## config.mk

```make
export PLATFORM = sky130hd
export DESIGN_NAME = tmr_timer8
export DESIGN_NICKNAME = d
export VERILOG_FILES = /design/src/hw/tmr_pkg.sv /design/src/hw/tmr_timer8.sv
export SDC_FILE = /design/constraint.sdc
export NUM_CORES = 1
export LEC_CHECK = 0
export BUFFER_PORTS_ARGS = -buffer_cell sky130_fd_sc_hd__buf_2
export CAP_MARGIN = 20
export CORE_MARGIN = 2
export CORE_UTILIZATION = 40
export CTS_BUF_LIST = sky130_fd_sc_hd__clkbuf_4 sky130_fd_sc_hd__clkbuf_8
export CTS_CLUSTER_SIZE = 24
export DETAILED_ROUTE_END_ITERATION = 10
export PLACE_DENSITY = 0.69
export SLEW_MARGIN = 20
export SYNTH_ARGS = -nofsm -noshare
export SYNTH_HDL_FRONTEND = slang
export SYNTH_SLANG_ARGS = --single-unit
```

## constraint.sdc

```tcl
create_clock -name clk_i -period 6.82 [get_ports clk_i]
set_clock_uncertainty 0.15 [all_clocks]
set_input_delay 1.023 -clock clk_i [delete_from_list [all_inputs] [get_ports clk_i]]
set_output_delay 1.023 -clock clk_i [all_outputs]
set_load 0.05 [all_outputs]
```

## src/hw/tmr_pkg.sv

```systemverilog
package tmr_pkg;
    // register map: idx is the word index, byte address = 4 * idx
    localparam int ADDR_W = 18;
    localparam logic [15:0] IDX_CLKSEL0 = 16'hff6a;
    localparam logic [15:0] IDX_CLKSEL1 = 16'hff8c;
    localparam logic [15:0] IDX_CMP = 16'hff70;
    localparam logic [15:0] IDX_CTRL = 16'hff71;
    localparam logic [15:0] IDX_COUNT = 16'hff72;
    localparam logic [15:0] IDX_STATUS = 16'hff73;
    localparam logic [15:0] IDX_MASK = 16'hff74;
    // control register fields
    localparam int CTRL_EN_BIT = 7;
    localparam int CTRL_MODE_BIT = 6;
    localparam int CTRL_LVS_BIT = 3;
    localparam int CTRL_LVR_BIT = 2;
    localparam int CTRL_INV_BIT = 1;
    localparam int CTRL_OE_BIT = 0;
    localparam int STS_MATCH_BIT = 0;
    // reset values
    localparam logic [7:0] RST_CMP = 8'h00;
    localparam logic [2:0] RST_CLKSEL = 3'h0;
    localparam logic [7:0] RST_CTRL = 8'h00;
    localparam logic [7:0] RST_COUNT = 8'h00;
    localparam logic [7:0] COUNT_TOP = 8'hff;
    // clock select codes
    localparam int CLKSEL_W = 3;
    localparam logic [2:0] CODE_FALL = 3'h0;
    localparam logic [2:0] CODE_RISE = 3'h1;
    localparam logic [2:0] CODE_DIV1 = 3'h2;
    localparam logic [2:0] CODE_DIV2 = 3'h3;
    localparam int PRE_W = 13;
    localparam logic [1:0] RESP_OKAY = 2'h0;
    localparam logic [1:0] RESP_SLVERR = 2'h2;

    typedef enum logic [2:0] {
        SEL_NONE = 3'b000,
        SEL_CLK = 3'b001,
        SEL_CMP = 3'b010,
        SEL_CTRL = 3'b011,
        SEL_CNT = 3'b100,
        SEL_STS = 3'b101,
        SEL_MASK = 3'b110
    } tmr_sel_t;

    typedef struct packed {
        logic awvalid;
        logic [ADDR_W-1:0] awaddr;
        logic wvalid;
        logic [31:0] wdata;
        logic [3:0] wstrb;
        logic bready;
        logic arvalid;
        logic [ADDR_W-1:0] araddr;
        logic rready;
    } tmr_axi_req_t;

    typedef struct packed {
        logic awready;
        logic wready;
        logic bvalid;
        logic [1:0] bresp;
        logic arready;
        logic rvalid;
        logic [31:0] rdata;
        logic [1:0] rresp;
    } tmr_axi_rsp_t;
endpackage

```

## src/hw/tmr_timer8.sv

```systemverilog
// What this block does
// - outside PWM mode the counter is compared with the compare value and a match raises match_irq.
// - in PWM mode a match drives the output pin inactive and raises no match_irq.
// - the compare value accepts every code from 00h to ffh.
// - reset loads the compare value with zero.
// - the compare value is read and written only as a whole byte.
// - bits 2..0 of clock select pick the source; code 0 is the falling and 1 the rising input edge.
// - for unit 0 codes 2..7 divide the peripheral clock by 1, 2, 4, 64, 256 and 8192.
// - for unit 1 codes 2..7 divide the peripheral clock by 1, 2, 16, 64, 256 and 4096.
// - reset loads clock select with zero, the falling input edge.
// - clock select is written only as a whole byte, through the low byte lane; every such write loads all three bits.
// - the counter steps on each count clock and clears on reset, on disable and on a clear-mode match.
// - mode select zero is clear-and-start on match, one is free-running PWM.
`timescale 1ns/1ps
module tmr_timer8 #(
    parameter int UNIT = 0
) (
    // clock and reset
    input wire logic clk_i,
    input wire logic reset_i,
    // register bus
    input wire tmr_pkg::tmr_axi_req_t axi_req_i,
    output tmr_pkg::tmr_axi_rsp_t axi_rsp_o,
    // pins
    input wire logic event_in_pin_i,
    output logic timer_out_pin_o,
    // interrupt
    output logic match_irq_o
);
    import tmr_pkg::*;

    logic [2:0] clk_sel_ff;
    logic [7:0] compare_value_ff;
    logic count_enable_ff, mode_select_ff, inv_ff, oe_ff;
    logic [7:0] count_value_ff;
    logic [PRE_W-1:0] pre_ff;
    logic ev_s1_ff, ev_s2_ff, ev_s3_ff;
    logic tff_ff, pwm_act_ff, pin_ff;
    logic sts_ff, mask_ff, irq_ff;
    logic aw_held_ff, w_held_ff, awready_ff, wready_ff, bvalid_ff, arready_ff, rvalid_ff;
    logic [ADDR_W-1:0] aw_addr_ff;
    logic [31:0] w_data_ff, rdata_ff;
    logic [3:0] w_strb_ff;
    logic [1:0] bresp_ff, rresp_ff;
    tmr_sel_t rsel_ff;
    logic sel_tick, eq, match_evt, do_wr, rd_take, wr_byte0;
    logic nxt_aw_held, nxt_w_held, nxt_rvalid;
    tmr_sel_t wsel, rsel;
    logic [PRE_W-1:0] tap_mask;

    function automatic tmr_sel_t dec_addr(input logic [ADDR_W-1:0] a);
        logic [15:0] idx;
        idx = a[ADDR_W-1:2];
        if (idx == (UNIT == 0 ? IDX_CLKSEL0 : IDX_CLKSEL1)) begin
            dec_addr = SEL_CLK;
        end else if (idx == IDX_CMP) begin
            dec_addr = SEL_CMP;
        end else if (idx == IDX_CTRL) begin
            dec_addr = SEL_CTRL;
        end else if (idx == IDX_COUNT) begin
            dec_addr = SEL_CNT;
        end else if (idx == IDX_STATUS) begin
            dec_addr = SEL_STS;
        end else if (idx == IDX_MASK) begin
            dec_addr = SEL_MASK;
        end else begin
            dec_addr = SEL_NONE;
        end
    endfunction

    // log2 of the divider for codes 2..7, per unit
    function automatic logic [3:0] tap_shift(input logic [2:0] code);
        case (code)
            3'h2: tap_shift = 4'h0;
            3'h3: tap_shift = 4'h1;
            3'h4: tap_shift = (UNIT == 0) ? 4'h2 : 4'h4;
            3'h5: tap_shift = 4'h6;
            3'h6: tap_shift = 4'h8;
            3'h7: tap_shift = (UNIT == 0) ? 4'hd : 4'hc;
            default: tap_shift = 4'h0;
        endcase
    endfunction

    // bus handshake bookkeeping
    assign do_wr = aw_held_ff & w_held_ff & ~bvalid_ff;
    assign rd_take = axi_req_i.arvalid & arready_ff;
    assign nxt_aw_held = (aw_held_ff & ~do_wr) | (axi_req_i.awvalid & awready_ff);
    assign nxt_w_held = (w_held_ff & ~do_wr) | (axi_req_i.wvalid & wready_ff);
    assign nxt_rvalid = rd_take | (rvalid_ff & ~axi_req_i.rready);
    assign wsel = dec_addr(aw_addr_ff);
    assign rsel = dec_addr(axi_req_i.araddr);
    assign wr_byte0 = do_wr & w_strb_ff[0];

    always_ff @(posedge clk_i) begin
        if (reset_i) begin
            aw_held_ff <= 1'b0;
            w_held_ff <= 1'b0;
            awready_ff <= 1'b0;
            wready_ff <= 1'b0;
            aw_addr_ff <= '0;
            w_data_ff <= 32'h0;
            w_strb_ff <= 4'h0;
        end else begin
            aw_held_ff <= nxt_aw_held;
            w_held_ff <= nxt_w_held;
            awready_ff <= ~nxt_aw_held;
            wready_ff <= ~nxt_w_held;
            if (axi_req_i.awvalid && awready_ff) begin
                aw_addr_ff <= axi_req_i.awaddr;
            end
            if (axi_req_i.wvalid && wready_ff) begin
                w_data_ff <= axi_req_i.wdata;
                w_strb_ff <= axi_req_i.wstrb;
            end
        end
    end

    always_ff @(posedge clk_i) begin
        if (reset_i) begin
            bvalid_ff <= 1'b0;
            bresp_ff <= RESP_OKAY;
        end else if (do_wr) begin
            bvalid_ff <= 1'b1;
            bresp_ff <= (wsel == SEL_NONE) ? RESP_SLVERR : RESP_OKAY;
        end else if (axi_req_i.bready) begin
            bvalid_ff <= 1'b0;
        end
    end

    always_ff @(posedge clk_i) begin
        if (reset_i) begin
            rvalid_ff <= 1'b0;
            arready_ff <= 1'b0;
            rdata_ff <= 32'h0;
            rresp_ff <= RESP_OKAY;
            rsel_ff <= SEL_NONE;
        end else begin
            rvalid_ff <= nxt_rvalid;
            arready_ff <= ~nxt_rvalid;
            if (rd_take) begin
                rsel_ff <= rsel;
                rresp_ff <= (rsel == SEL_NONE) ? RESP_SLVERR : RESP_OKAY;
                case (rsel)
                    SEL_CLK: rdata_ff <= {29'h0, clk_sel_ff};
                    SEL_CMP: rdata_ff <= {24'h0, compare_value_ff};
                    // level-set bits are write-only and read back as zero
                    SEL_CTRL: rdata_ff <= {24'h0, count_enable_ff, mode_select_ff, 4'h0,
                                           inv_ff, oe_ff};
                    SEL_CNT: rdata_ff <= {24'h0, count_value_ff};
                    SEL_STS: rdata_ff <= {31'h0, sts_ff};
                    SEL_MASK: rdata_ff <= {31'h0, mask_ff};
                    default: rdata_ff <= 32'h0;
                endcase
            end
        end
    end

    assign axi_rsp_o = '{awready: awready_ff, wready: wready_ff, bvalid: bvalid_ff,
                         bresp: bresp_ff, arready: arready_ff, rvalid: rvalid_ff,
                         rdata: rdata_ff, rresp: rresp_ff};

    // register writes; only the low byte lane carries data
    always_ff @(posedge clk_i) begin
        if (reset_i) begin
            clk_sel_ff <= RST_CLKSEL;
            compare_value_ff <= RST_CMP;
            {count_enable_ff, mode_select_ff, inv_ff, oe_ff} <= 4'h0;
            mask_ff <= 1'b0;
        end else if (wr_byte0) begin
            case (wsel)
                SEL_CLK: clk_sel_ff <= w_data_ff[CLKSEL_W-1:0];
                SEL_CMP: compare_value_ff <= w_data_ff[7:0];
                SEL_CTRL: begin
                    count_enable_ff <= w_data_ff[CTRL_EN_BIT];
                    mode_select_ff <= w_data_ff[CTRL_MODE_BIT];
                    inv_ff <= w_data_ff[CTRL_INV_BIT];
                    oe_ff <= w_data_ff[CTRL_OE_BIT];
                end
                SEL_MASK: mask_ff <= w_data_ff[STS_MATCH_BIT];
                default: mask_ff <= mask_ff;
            endcase
        end
    end

    // free prescaler; a tap fires when its low bits are all ones
    always_ff @(posedge clk_i) begin
        if (reset_i) begin
            pre_ff <= '0;
        end else begin
            pre_ff <= pre_ff + 1'b1;
        end
    end

    // first stage feeds only the second; edges come from stages two and three
    always_ff @(posedge clk_i) begin
        if (reset_i) begin
            {ev_s1_ff, ev_s2_ff, ev_s3_ff} <= 3'h0;
        end else begin
            ev_s1_ff <= event_in_pin_i;
            ev_s2_ff <= ev_s1_ff;
            ev_s3_ff <= ev_s2_ff;
        end
    end

    always_comb begin
        tap_mask = PRE_W'((14'h1 << tap_shift(clk_sel_ff)) - 14'h1);
        case (clk_sel_ff)
            CODE_FALL: sel_tick = ~ev_s2_ff & ev_s3_ff;
            CODE_RISE: sel_tick = ev_s2_ff & ~ev_s3_ff;
            default: sel_tick = (pre_ff & tap_mask) == tap_mask;
        endcase
    end

    assign eq = count_value_ff == compare_value_ff;
    assign match_evt = count_enable_ff & sel_tick & eq & ~mode_select_ff;

    always_ff @(posedge clk_i) begin
        if (reset_i || !count_enable_ff) begin
            count_value_ff <= RST_COUNT;
        end else if (sel_tick) begin
            if (!mode_select_ff && eq) begin
                count_value_ff <= RST_COUNT;
            end else begin
                count_value_ff <= count_value_ff + 8'h01;
            end
        end
    end

    // output flip-flops: square wave outside PWM, active phase in PWM
    always_ff @(posedge clk_i) begin
        if (reset_i) begin
            tff_ff <= 1'b0;
            pwm_act_ff <= 1'b0;
        end else begin
            if (wr_byte0 && wsel == SEL_CTRL && !mode_select_ff &&
                w_data_ff[CTRL_LVS_BIT] != w_data_ff[CTRL_LVR_BIT]) begin
                tff_ff <= w_data_ff[CTRL_LVS_BIT];
            end else if (match_evt && inv_ff) begin
                tff_ff <= ~tff_ff;
            end
            if (!count_enable_ff || !mode_select_ff) begin
                pwm_act_ff <= 1'b0;
            end else if (sel_tick && eq) begin
                pwm_act_ff <= 1'b0;
            end else if (sel_tick && count_value_ff == COUNT_TOP) begin
                pwm_act_ff <= 1'b1;
            end
        end
    end

    always_ff @(posedge clk_i) begin
        if (reset_i) begin
            pin_ff <= 1'b0;
        end else begin
            pin_ff <= oe_ff & (mode_select_ff ? (pwm_act_ff ^ inv_ff) : tff_ff);
        end
    end

    // sticky status: a match in the clearing cycle wins over the clear
    always_ff @(posedge clk_i) begin
        if (reset_i) begin
            sts_ff <= 1'b0;
            irq_ff <= 1'b0;
        end else begin
            sts_ff <= (sts_ff & ~(wr_byte0 && wsel == SEL_STS && w_data_ff[STS_MATCH_BIT]))
                      | match_evt;
            irq_ff <= sts_ff & mask_ff;
        end
    end

    assign timer_out_pin_o = pin_ff;
    assign match_irq_o = irq_ff;
endmodule

```

**Word level (Yosys, flattened, before mapping)**

Index checks and enable logic that the tools add are counted.

- Flip-flop bits (word level): 115
- Bits in latches: 0
- Bits in writable memories: 0
- ROM bits: 0
- Output and inout bits: 43
- Word-level logic and storage cells: 149
- Memories: 0

- $add $sub $neg: 3
- Multiply operators: 0
- Divide/modulo/power cells: 0
- $lt $le $gt $ge: 0
- Eq/ne operators: 33
- Shift-type cells: 1
- Muxes and demuxes: 23
- Bitwise logic cells: 34
- Reduce and logical (&&, ||, !) cells: 25

Operators with widths:

| operator | count |
|---|---|
| $eq A16 B16 Y1 const B | 12 |
| $pmux W8 S6 | 1 |
| $mux W3 | 12 |
| $eq A3 B3 Y1 const B | 9 |
| $pmux W4 S5 | 1 |
| $and A1 B1 Y1 | 17 |
| $eq A3 B2 Y1 const B | 5 |
| $add A13 B1 Y13 const B | 1 |
| $and A13 B13 Y13 | 1 |
| $eq A13 B13 Y1 | 1 |
| $shl A1 B4 Y13 const A | 1 |
| $sub A13 B1 Y13 const B | 1 |
| $logic_and A1 B1 Y1 | 11 |
| $not A1 Y1 | 11 |
| $eq A3 B1 Y1 const B | 3 |
| $logic_not A3 Y1 | 3 |
| $add A8 B1 Y8 const B | 1 |
| $eq A8 B8 Y1 | 1 |
| $eq A8 B8 Y1 const B | 1 |
| $mux W8 | 1 |
| $reduce_and A2 Y1 | 4 |
| $mux W1 | 5 |
| $mux W2 | 2 |
| $or A1 B1 Y1 | 4 |
| 7 further kinds | 10 |

**Longest topological paths before layout**

Gate-level depths: netlist of the first run.

- Depth after elaboration: 13
- Mapped depth: 12

**Least setup slack after synthesis of the first run**

No wires, ideal clock.

- Path kind: register to register
- From: register clk_sel_ff[0]
- To: register count_value_ff[5]
- Setup time: 0.070 ns
- Arrival time: 2.580 ns
- Required time: 6.600 ns
- Setup slack: 4.019 ns
- Stages on the path, launching flop included: 12
- Path buffers: 2
- Cells stage by stage: dfxtp_1 -> buf_2 -> nand2_1 -> or2_2 -> ha_1 -> a21boi_1 -> o2bb2ai_1 -> a21oi_1 -> o41a_1 -> clkbuf_1 -> or4_1 -> a21oi_1

- Word-level cells in the longest chain between the ends: 7

RTL lines:

| element | RTL line | source |
|---|---|---|
| from (decl) | tmr_timer8.sv:32 | `logic [2:0] clk_sel_ff;` |
| from (signal assigned) | tmr_timer8.sv:171 | `SEL_CLK: clk_sel_ff <= w_data_ff[CLKSEL_W-1:0];` |
| $eq A3 B3 Y1 / $eq A3 B2 Y1 (equally long branches) | tmr_timer8.sv:73 | `case (code)` |
| $pmux W4 S5 | tmr_timer8.sv:73 |  |
| $shl A1 B4 Y13 | tmr_timer8.sv:206 | `tap_mask = PRE_W'((14'h1 << tap_shift(clk_sel_ff)) - 14'h1);` |
| $sub A13 B1 Y13 | tmr_timer8.sv:206 |  |
| $and A13 B13 Y13 | tmr_timer8.sv:210 | `default: sel_tick = (pre_ff & tap_mask) == tap_mask;` |
| $eq A13 B13 Y1 | tmr_timer8.sv:210 |  |
| $pmux W1 S2 * | tmr_timer8.sv:207 | `case (clk_sel_ff)` |
| to (signal assigned) | tmr_timer8.sv:224 | `count_value_ff <= count_value_ff + 8'h01;` |
| to (decl) | tmr_timer8.sv:35 | `logic [7:0] count_value_ff;` |

Mark *: on every way between the ends. The rest lies on a longest branch, timed or not.
A chain may end at the register's enable or synchronous reset.

**Final worst setup path of the first run**

- From: register clk_sel_ff[0]
- To: register count_value_ff[1]

Same word-level chain as after synthesis.

==> results.sh, run 1 <==
export IMPL_status="completed"
export IMPL_max_clock_freq_mhz=287
export IMPL_cp_slowest_stage_delay_ns=0.79
export IMPL_peakVddDrop_v=0.000168
export IMPL_numCtsBuffers=9
export IMPL_yosysSeqAreaShare=0.428
export IMPL_grt_usage=0.154
export IMPL_crit_start="clk_sel_ff[0]"
export IMPL_rr_startpoint="clk_sel_ff[0]"
export IMPL_cts_hold_buf=0
export IMPL_crit_required_ns=6.89
export IMPL_cts_sinks=87
export IMPL_clk_path_buf_depth=2
export IMPL_slew_viol_final=0
export IMPL_netlist_area_mm2=0.00407
export IMPL_slew_headroom=0.421
export IMPL_start_util=0.414
export IMPL_synthArstFlopShare=0
export IMPL_ctsHtreeMaxLevel=3
export IMPL_cp_slowest_cell="o41ai_2"
export IMPL_grt_overflow_total=0
export IMPL_cts_setup_buffers=0
export IMPL_cp_max_fo=20
export IMPL_path_buf_inv=0
export IMPL_avgSynthCellArea_um2=8.36
export IMPL_synthMostInstantiatedCell="dfxtp_1"
export IMPL_synth_distinct_cells=54
export IMPL_final_cells=671
export IMPL_drt_vias_per_instance=5.04
export IMPL_drtAntennaViolNets=0
export IMPL_wl_per_cell_um=12.4
export IMPL_crit_chain="nand2_1 -> or2_2 -> ha_1 -> a21boi_1 -> o2bb2ai_1 -> a21oi_1 -> o41a_1 -> o41ai_2 -> nor2_1"
export IMPL_rsz0062_at_grt="no"
export IMPL_diodes=0
export IMPL_gp_congestion=0.815
export IMPL_synth_edff_count=0
export IMPL_synth_top_area_frac=0.428
export IMPL_dieArea_mm2=0.0110
export IMPL_yosysTopAreaCell="dfxtp_1"
export IMPL_setup_viol=0
export IMPL_drive_gt1_frac=0.162
export IMPL_syn_inst=486
export IMPL_cp_top_family="compound AO/OA/AOI/OAI gates"
export IMPL_min_period_over_period=0.511
export IMPL_fin_area_mm2=0.00456
export IMPL_synthFlopType="dfxtp_1"
export IMPL_nets=617
export IMPL_grt_first_pass_wirelength_um=14000
export IMPL_clkTransAtPathRegs_ns=0.08
export IMPL_cts_root_buffer="clkbuf_8"
export IMPL_num_rows=36
export IMPL_worst_slew_pin_slew_ns=0.860
export IMPL_num_vias=3382
export IMPL_drt_pass1_iterations=4
export IMPL_r2r_slack_ns=3.34
export IMPL_timing_final_hold_violations=0
export IMPL_leakage_nw=1.67
export IMPL_drc=0
export IMPL_coreArea_mm2=0.00982
export IMPL_fp_dieH_um=105
export IMPL_fin_crit_ns=3.48
export IMPL_dp_hpwl_um=5960
export IMPL_hold_start="ev_s1_ff"
export IMPL_critical_path_endpoint_type="flop"
export IMPL_synth_common_cells="dfxtp_1, nand2_1, nor2_1"
export IMPL_clock_latency_ns=0.36
export IMPL_hp_class="reg2reg"
export IMPL_grt_max_degree=74
export IMPL_cp_start_kind="flop"
export IMPL_worstPathArrival_ns=3.56
export IMPL_ys_top_cells_by_area="dfxtp_1, nand2_1, buf_4, a21oi_1, nor2_1"
export IMPL_grt_pass1_vias=3116
export IMPL_synth_seq_cells=87
export IMPL_cts_resized=0
export IMPL_critPathKind="reg2reg"
export IMPL_postRouteWirelength_um=8320
export IMPL_io_pins=123
export IMPL_antenna_found_initial=0
export IMPL_drt_iter0_drc=159
export IMPL_fin_tns_setup_ns=0
export IMPL_power_density_mw_per_mm2=224
export IMPL_port_buffers=65
export IMPL_yosysWarnings=0
export IMPL_area_growth_pct=12.1
export IMPL_placed_area_mm2=0.00434
export IMPL_maxCapViolCount=0
export IMPL_cts_tree="done"
export IMPL_dp_cells=656
export IMPL_holdWs_ns=0.296
export IMPL_die_w_um=105
## where the power goes
group / leakage (nW) / switching (mW) / total [mW] / internal [mW]
Sequential: 0.706 / 0.0111 / 0.532 / 0.520
Clock: 0.110 / 0.173 / 0.396 / 0.223
Combinational: 0.857 / 0.0705 / 0.0953 / 0.0248
Total: 1.67 / 0.255 / 1.02 / 0.768
## worst register-to-register path, stage by stage, from the launching register on
cell and delay [ns]:
dfxtp_1 0.53, nand2_1 0.14, or2_2 0.30, ha_1 0.24, a21boi_1 0.16, o2bb2ai_1 0.14, a21oi_1 0.09, o41a_1 0.71
o41ai_2 0.80, nor2_1 0.10
## cell usage in the layout (no fill, tap or decap), drive strengths merged, types with 12 or more instances in the layout
cell type  Yosys  layout
conb           1      26
dfxtp         87      87
buf           39      66
clkbuf        15      12
nor2          48      48
a21oi         46      46
nand2         79      79
mux2i         17      17
o21ai         19      19
## final cells by class
type                            instances  area [um^2]
Inverter                                5         18.8
Sequential cell                        87         1740
Clock inverter                          3         67.6
Fill cell                             981         5260
Timing Repair Buffer                   66          333
Tap cell                              133          166
Clock buffer                           12          153
Multi-Input combinational cell        365         2080
## registers in the layout, summed over array words and instances, names as in the netlist, 3 cells and up
| name | count |
|---|---|
| rdata_ff | 8 |
| pre_ff | 13 |
| count_value_ff | 8 |
| compare_value_ff | 8 |
| w_data_ff | 8 |
| aw_addr_ff | 16 |
| clk_sel_ff | 3 |
## stage by stage
step | worst slack [ns] | total power, mW | util
5_1_grt | 3.10 | 1.07 | 0.464
3_5_place_dp | 3.34 | 0.639 | 0.442
3_3_place_gp | 3.45 | 0.636 | 0.442
4_1_cts | 3.33 | 1.03 | 0.464
2_1_floorplan | 4.02 | 0.628 | -
6_report | 3.34 | 1.02 | 0.464
## metal layers
layer / track usage / vias to the layer above / routed length [um]
li1: - / 1721 / -
met1: 0.202 / 1551 / 3940
met2: 0.243 / 102 / 3700
met3: 0.0518 / 8 / 585
met4: 0.0419 / 0 / 93
met5: 0 / - / 0
## cell families (layout without fill, tap and decap cells)
group | after synthesis | count (layout) | share of synthesized area
AOI/OAI and AO/OA | 91 | 91 | 0.136
xor gates and xnor gates | 18 | 18 | 0.0388
adders and majority gates | 3 | 3 | 0.00923
buffers and inverters | 59 | 86 | 0.0840
DFF | 87 | 87 | 0.428
muxes | 18 | 18 | 0.0446
other | 1 | 26 | 0.000922
and+or+nand+nor | 209 | 209 | 0.258
## path summary, 6_finish.rpt
check                                         end  depth (start not counted)
worst min register to register           ev_s2_ff                          1
worst max-delay path            count_value_ff[1]                          9
worst max register to register  count_value_ff[1]                          9
worst min-delay path                     ev_s2_ff                          1
Power figures use the tool's default switching activity.
==> run 2: changes to the inputs <==
ABC_AREA = 1   (was unset)
PLACE_DENSITY = 0.71   (was 0.69)
clock period = 3.2 ns   (was 6.82 ns; I/O delays follow)
==> results.sh, run 2 <==
export IMPL_yosysSeqAreaShare=0.411
export IMPL_synth_distinct_cells=40
export IMPL_slew_headroom=0.394
export IMPL_clkTransAtPathRegs_ns=0.09
export IMPL_hold_start="event_in_pin_i"
export IMPL_largest_register="aw_addr_ff"
export IMPL_p_int_mw=1.61
export IMPL_io_pins=123
export IMPL_min_period_over_period=0.698
export IMPL_cp_slowest_stage_delay_ns=0.48
export IMPL_gp_congestion=0.852
export IMPL_synthFlopType="dfxtp_1"
export IMPL_cts_hold_buf=0
export IMPL_grt_usage=0.169
export IMPL_diodes=0
export IMPL_crit_start="clk_sel_ff[1]"
export IMPL_setup_viol=0
export IMPL_cts_setup_buffers=0
export IMPL_yosysTopAreaCell="dfxtp_1"
export IMPL_synth_edff_count=0
export IMPL_timing_final_hold_violations=0
export IMPL_top_usage_layer="met2"
export IMPL_critical_path_endpoint_type="flop"
export IMPL_drc=0
export IMPL_seq_power_share=0.522
export IMPL_netlist_area_mm2=0.00424
export IMPL_hold_depth=3
export IMPL_combPwrFrac=0.105
export IMPL_fin_tns_setup_ns=0
export IMPL_avgSynthCellArea_um2=7.04
export IMPL_wl_per_cell_um=11.5
export IMPL_clk_path_buf_depth=2
export IMPL_port_buffers=65
export IMPL_n_fill_cell=1077
export IMPL_switching_share=0.262
export IMPL_path_depth=15
export IMPL_postRouteWirelength_um=9150
export IMPL_grt_use_met2=0.287
export IMPL_met3_usage=0.0377
export IMPL_r2r_slack_ns=0.97
export IMPL_area_growth_pct=12.0
export IMPL_ctsHtreeMaxLevel=3
export IMPL_final_cell_mix="nand2_1, nor2_1, dfxtp_1, buf_2, inv_1"
export IMPL_multi_input_area_mm2=0.00206
export IMPL_final_common_cell="nand2_1"
export IMPL_start_util=0.411
export IMPL_path_buf_inv=3
export IMPL_worstPathArrival_ns=2.33
export IMPL_antenna_found_initial=0
export IMPL_total_power_mw=2.19
export IMPL_numCtsBuffers=9
export IMPL_drt_iter0_drc=184
export IMPL_syn_inst=602
export IMPL_maxCapViolCount=0
export IMPL_cts_sinks=87
export IMPL_yosysWarnings=0
export IMPL_grt_overflow_total=0
export IMPL_grt_util_met1=0.213
export IMPL_die_w_um=107
export IMPL_num_rows=37
export IMPL_num_vias=3885
export IMPL_max_clock_freq_mhz=448
export IMPL_fin_crit_ns=2.23
export IMPL_power_density_mw_per_mm2=460
export IMPL_rsz0062_at_grt="no"
export IMPL_dieArea_mm2=0.0114
export IMPL_critPathKind="reg2reg"
export IMPL_drtAntennaViolNets=0
export IMPL_p_switching_mw=0.572
export IMPL_cts_root_buffer="clkbuf_8"
export IMPL_nets=741
export IMPL_cp_start_kind="flop"
export IMPL_cp_max_fo=8
export IMPL_synth_seq_cells=87
export IMPL_synthMostInstantiatedCell="nand2_1"
export IMPL_crit_chain="nand3_1 -> ha_1 -> inv_1 -> nand2_1 -> nand2_1 -> nor2_2 -> nand2_1 -> nor2_2 -> nand3_2 -> nand2_4 -> inv_2 -> o21ai_4 -> inv_2 -> nand2_1 -> nor2_1"
export IMPL_grt_first_pass_wirelength_um=15700
export IMPL_grt_pass1_vias=3601
export IMPL_status="completed"
export IMPL_fp_dieH_um=107
export IMPL_ys_top_cells_by_area="dfxtp_1, nand2_1, nor2_1, a21oi_1, buf_4"
export IMPL_slew_viol_final=0
export IMPL_worst_slew_pin_slew_ns=0.909
export IMPL_cp_top_family="simple AND/OR/NAND/NOR gates"
export IMPL_cp_slowest_cell="dfxtp_1"
export IMPL_grt_max_degree=45
export IMPL_min_to="ev_s1_ff"
export IMPL_pwr_share_clk=0.373
export IMPL_leakage_nw=1.98
export IMPL_largest_registers="aw_addr_ff: 16 flops, pre_ff: 13 flops"
export IMPL_rr_startpoint="clk_sel_ff[1]"
export IMPL_cp_common_cell="nand2_1"
export IMPL_regArea_mm2=0.00174
export IMPL_crit_required_ns=3.30
export IMPL_synth_common_cells="nand2_1, nor2_1, dfxtp_1"
export IMPL_synth_top_area_frac=0.411
export IMPL_synthArstFlopShare=0
export IMPL_cts_resized=0
export IMPL_coreArea_mm2=0.0103
export IMPL_largest_reg_flops=16
export IMPL_dp_hpwl_um=6830
export IMPL_drt_vias_per_instance=4.87
export IMPL_drt_pass1_iterations=4
export IMPL_hp_class="in2reg"
export IMPL_drive_gt1_frac=0.151
export IMPL_r2r_end="count_value_ff[6]"
export IMPL_clock_latency_ns=0.35
export IMPL_cts_tree="done"
export IMPL_worst_r2r_cell_count=15
export IMPL_peakVddDrop_v=0.000240
## run 2: cell types whose count changed after synthesis, sizes merged, moves of 6 or more
cell | before | now
nand2 | 79 | 114
inv | 5 | 65
a21oi | 46 | 54
or3 | 9 | 0
mux2i | 17 | 0
nand2b | 6 | 0
o21ai | 19 | 45
nand3 | 10 | 32
buf | 39 | 33
xnor2 | 11 | 5
nor2b | 10 | 0
nor2 | 48 | 97
## run 2: cell type report
type	instances	share of cell area
multi-input combinational	429	0.433
sequential	87	0.367
timing repair buffer	66	0.0701
inverter	65	0.0514
tap	136	0.0358
clock buffer	10	0.0277
clock inverter	4	0.0153
## run 2: logic make-up (layout without fill, tap and decap cells)
group / after synthesis / after routing / share of synthesized area
and+or+nand+nor: 275 / 275 / 0.285
AOI/OAI and AO/OA: 116 / 116 / 0.150
buffers and inverters: 111 / 145 / 0.126
DFF: 87 / 87 / 0.411
xor gates and xnor gates: 9 / 9 / 0.0186
adders and majority gates: 3 / 3 / 0.00885
other: 1 / 26 / 0.000884
## run 2: per-layer routing
metal | routed length [um] | share of wire
met1 | 4310 | 0.47
met2 | 4230 | 0.46
met3 | 553 | 0.060
met4 | 59 | 0.0064
met5 | 0 | 0
## run 2: through the flow
step	cells	worst slack [ns]	utilization	hold WS [ns]	area (um^2)
after global placement	783	1.03	0.440	0.250	4550
after global routing	797	0.753	0.460	0.184	4750
after detailed placement	783	1.01	0.440	0.250	4550
final	797	0.967	0.460	0.194	4750
after floorplan	627	1.18	-	0.238	4330
after CTS	797	0.973	0.460	0.189	4750
## run 2: worst register-to-register path: cells and delay by family (launching register included)
kind / cells / cell delay, ns
and+or+nand+nor: 10 / 0.82
DFF: 1 / 0.48
adders and majority gates: 1 / 0.28
AOI/OAI and AO/OA: 1 / 0.21
buffers and inverters: 3 / 0.19
## run 2: worst max-delay path by stage
stage | to | slack, ns
floorplan | count_value_ff[6] | 1.18
global placement | count_value_ff[6] | 1.03
detailed placement | count_value_ff[7] | 1.01
CTS | count_value_ff[6] | 0.97
global route | pwm_act_ff | 0.75
finish | count_value_ff[6] | 0.97
## run 2: power groups by stage
stage	Clock, mW	Sequential (mW)	Combinational [mW]
floorplan	0	1.16	0.203
global placement	0	1.17	0.225
detailed placement	0	1.17	0.230
CTS	0.834	1.14	0.230
global route	0.879	1.15	0.257
finish	0.814	1.14	0.230
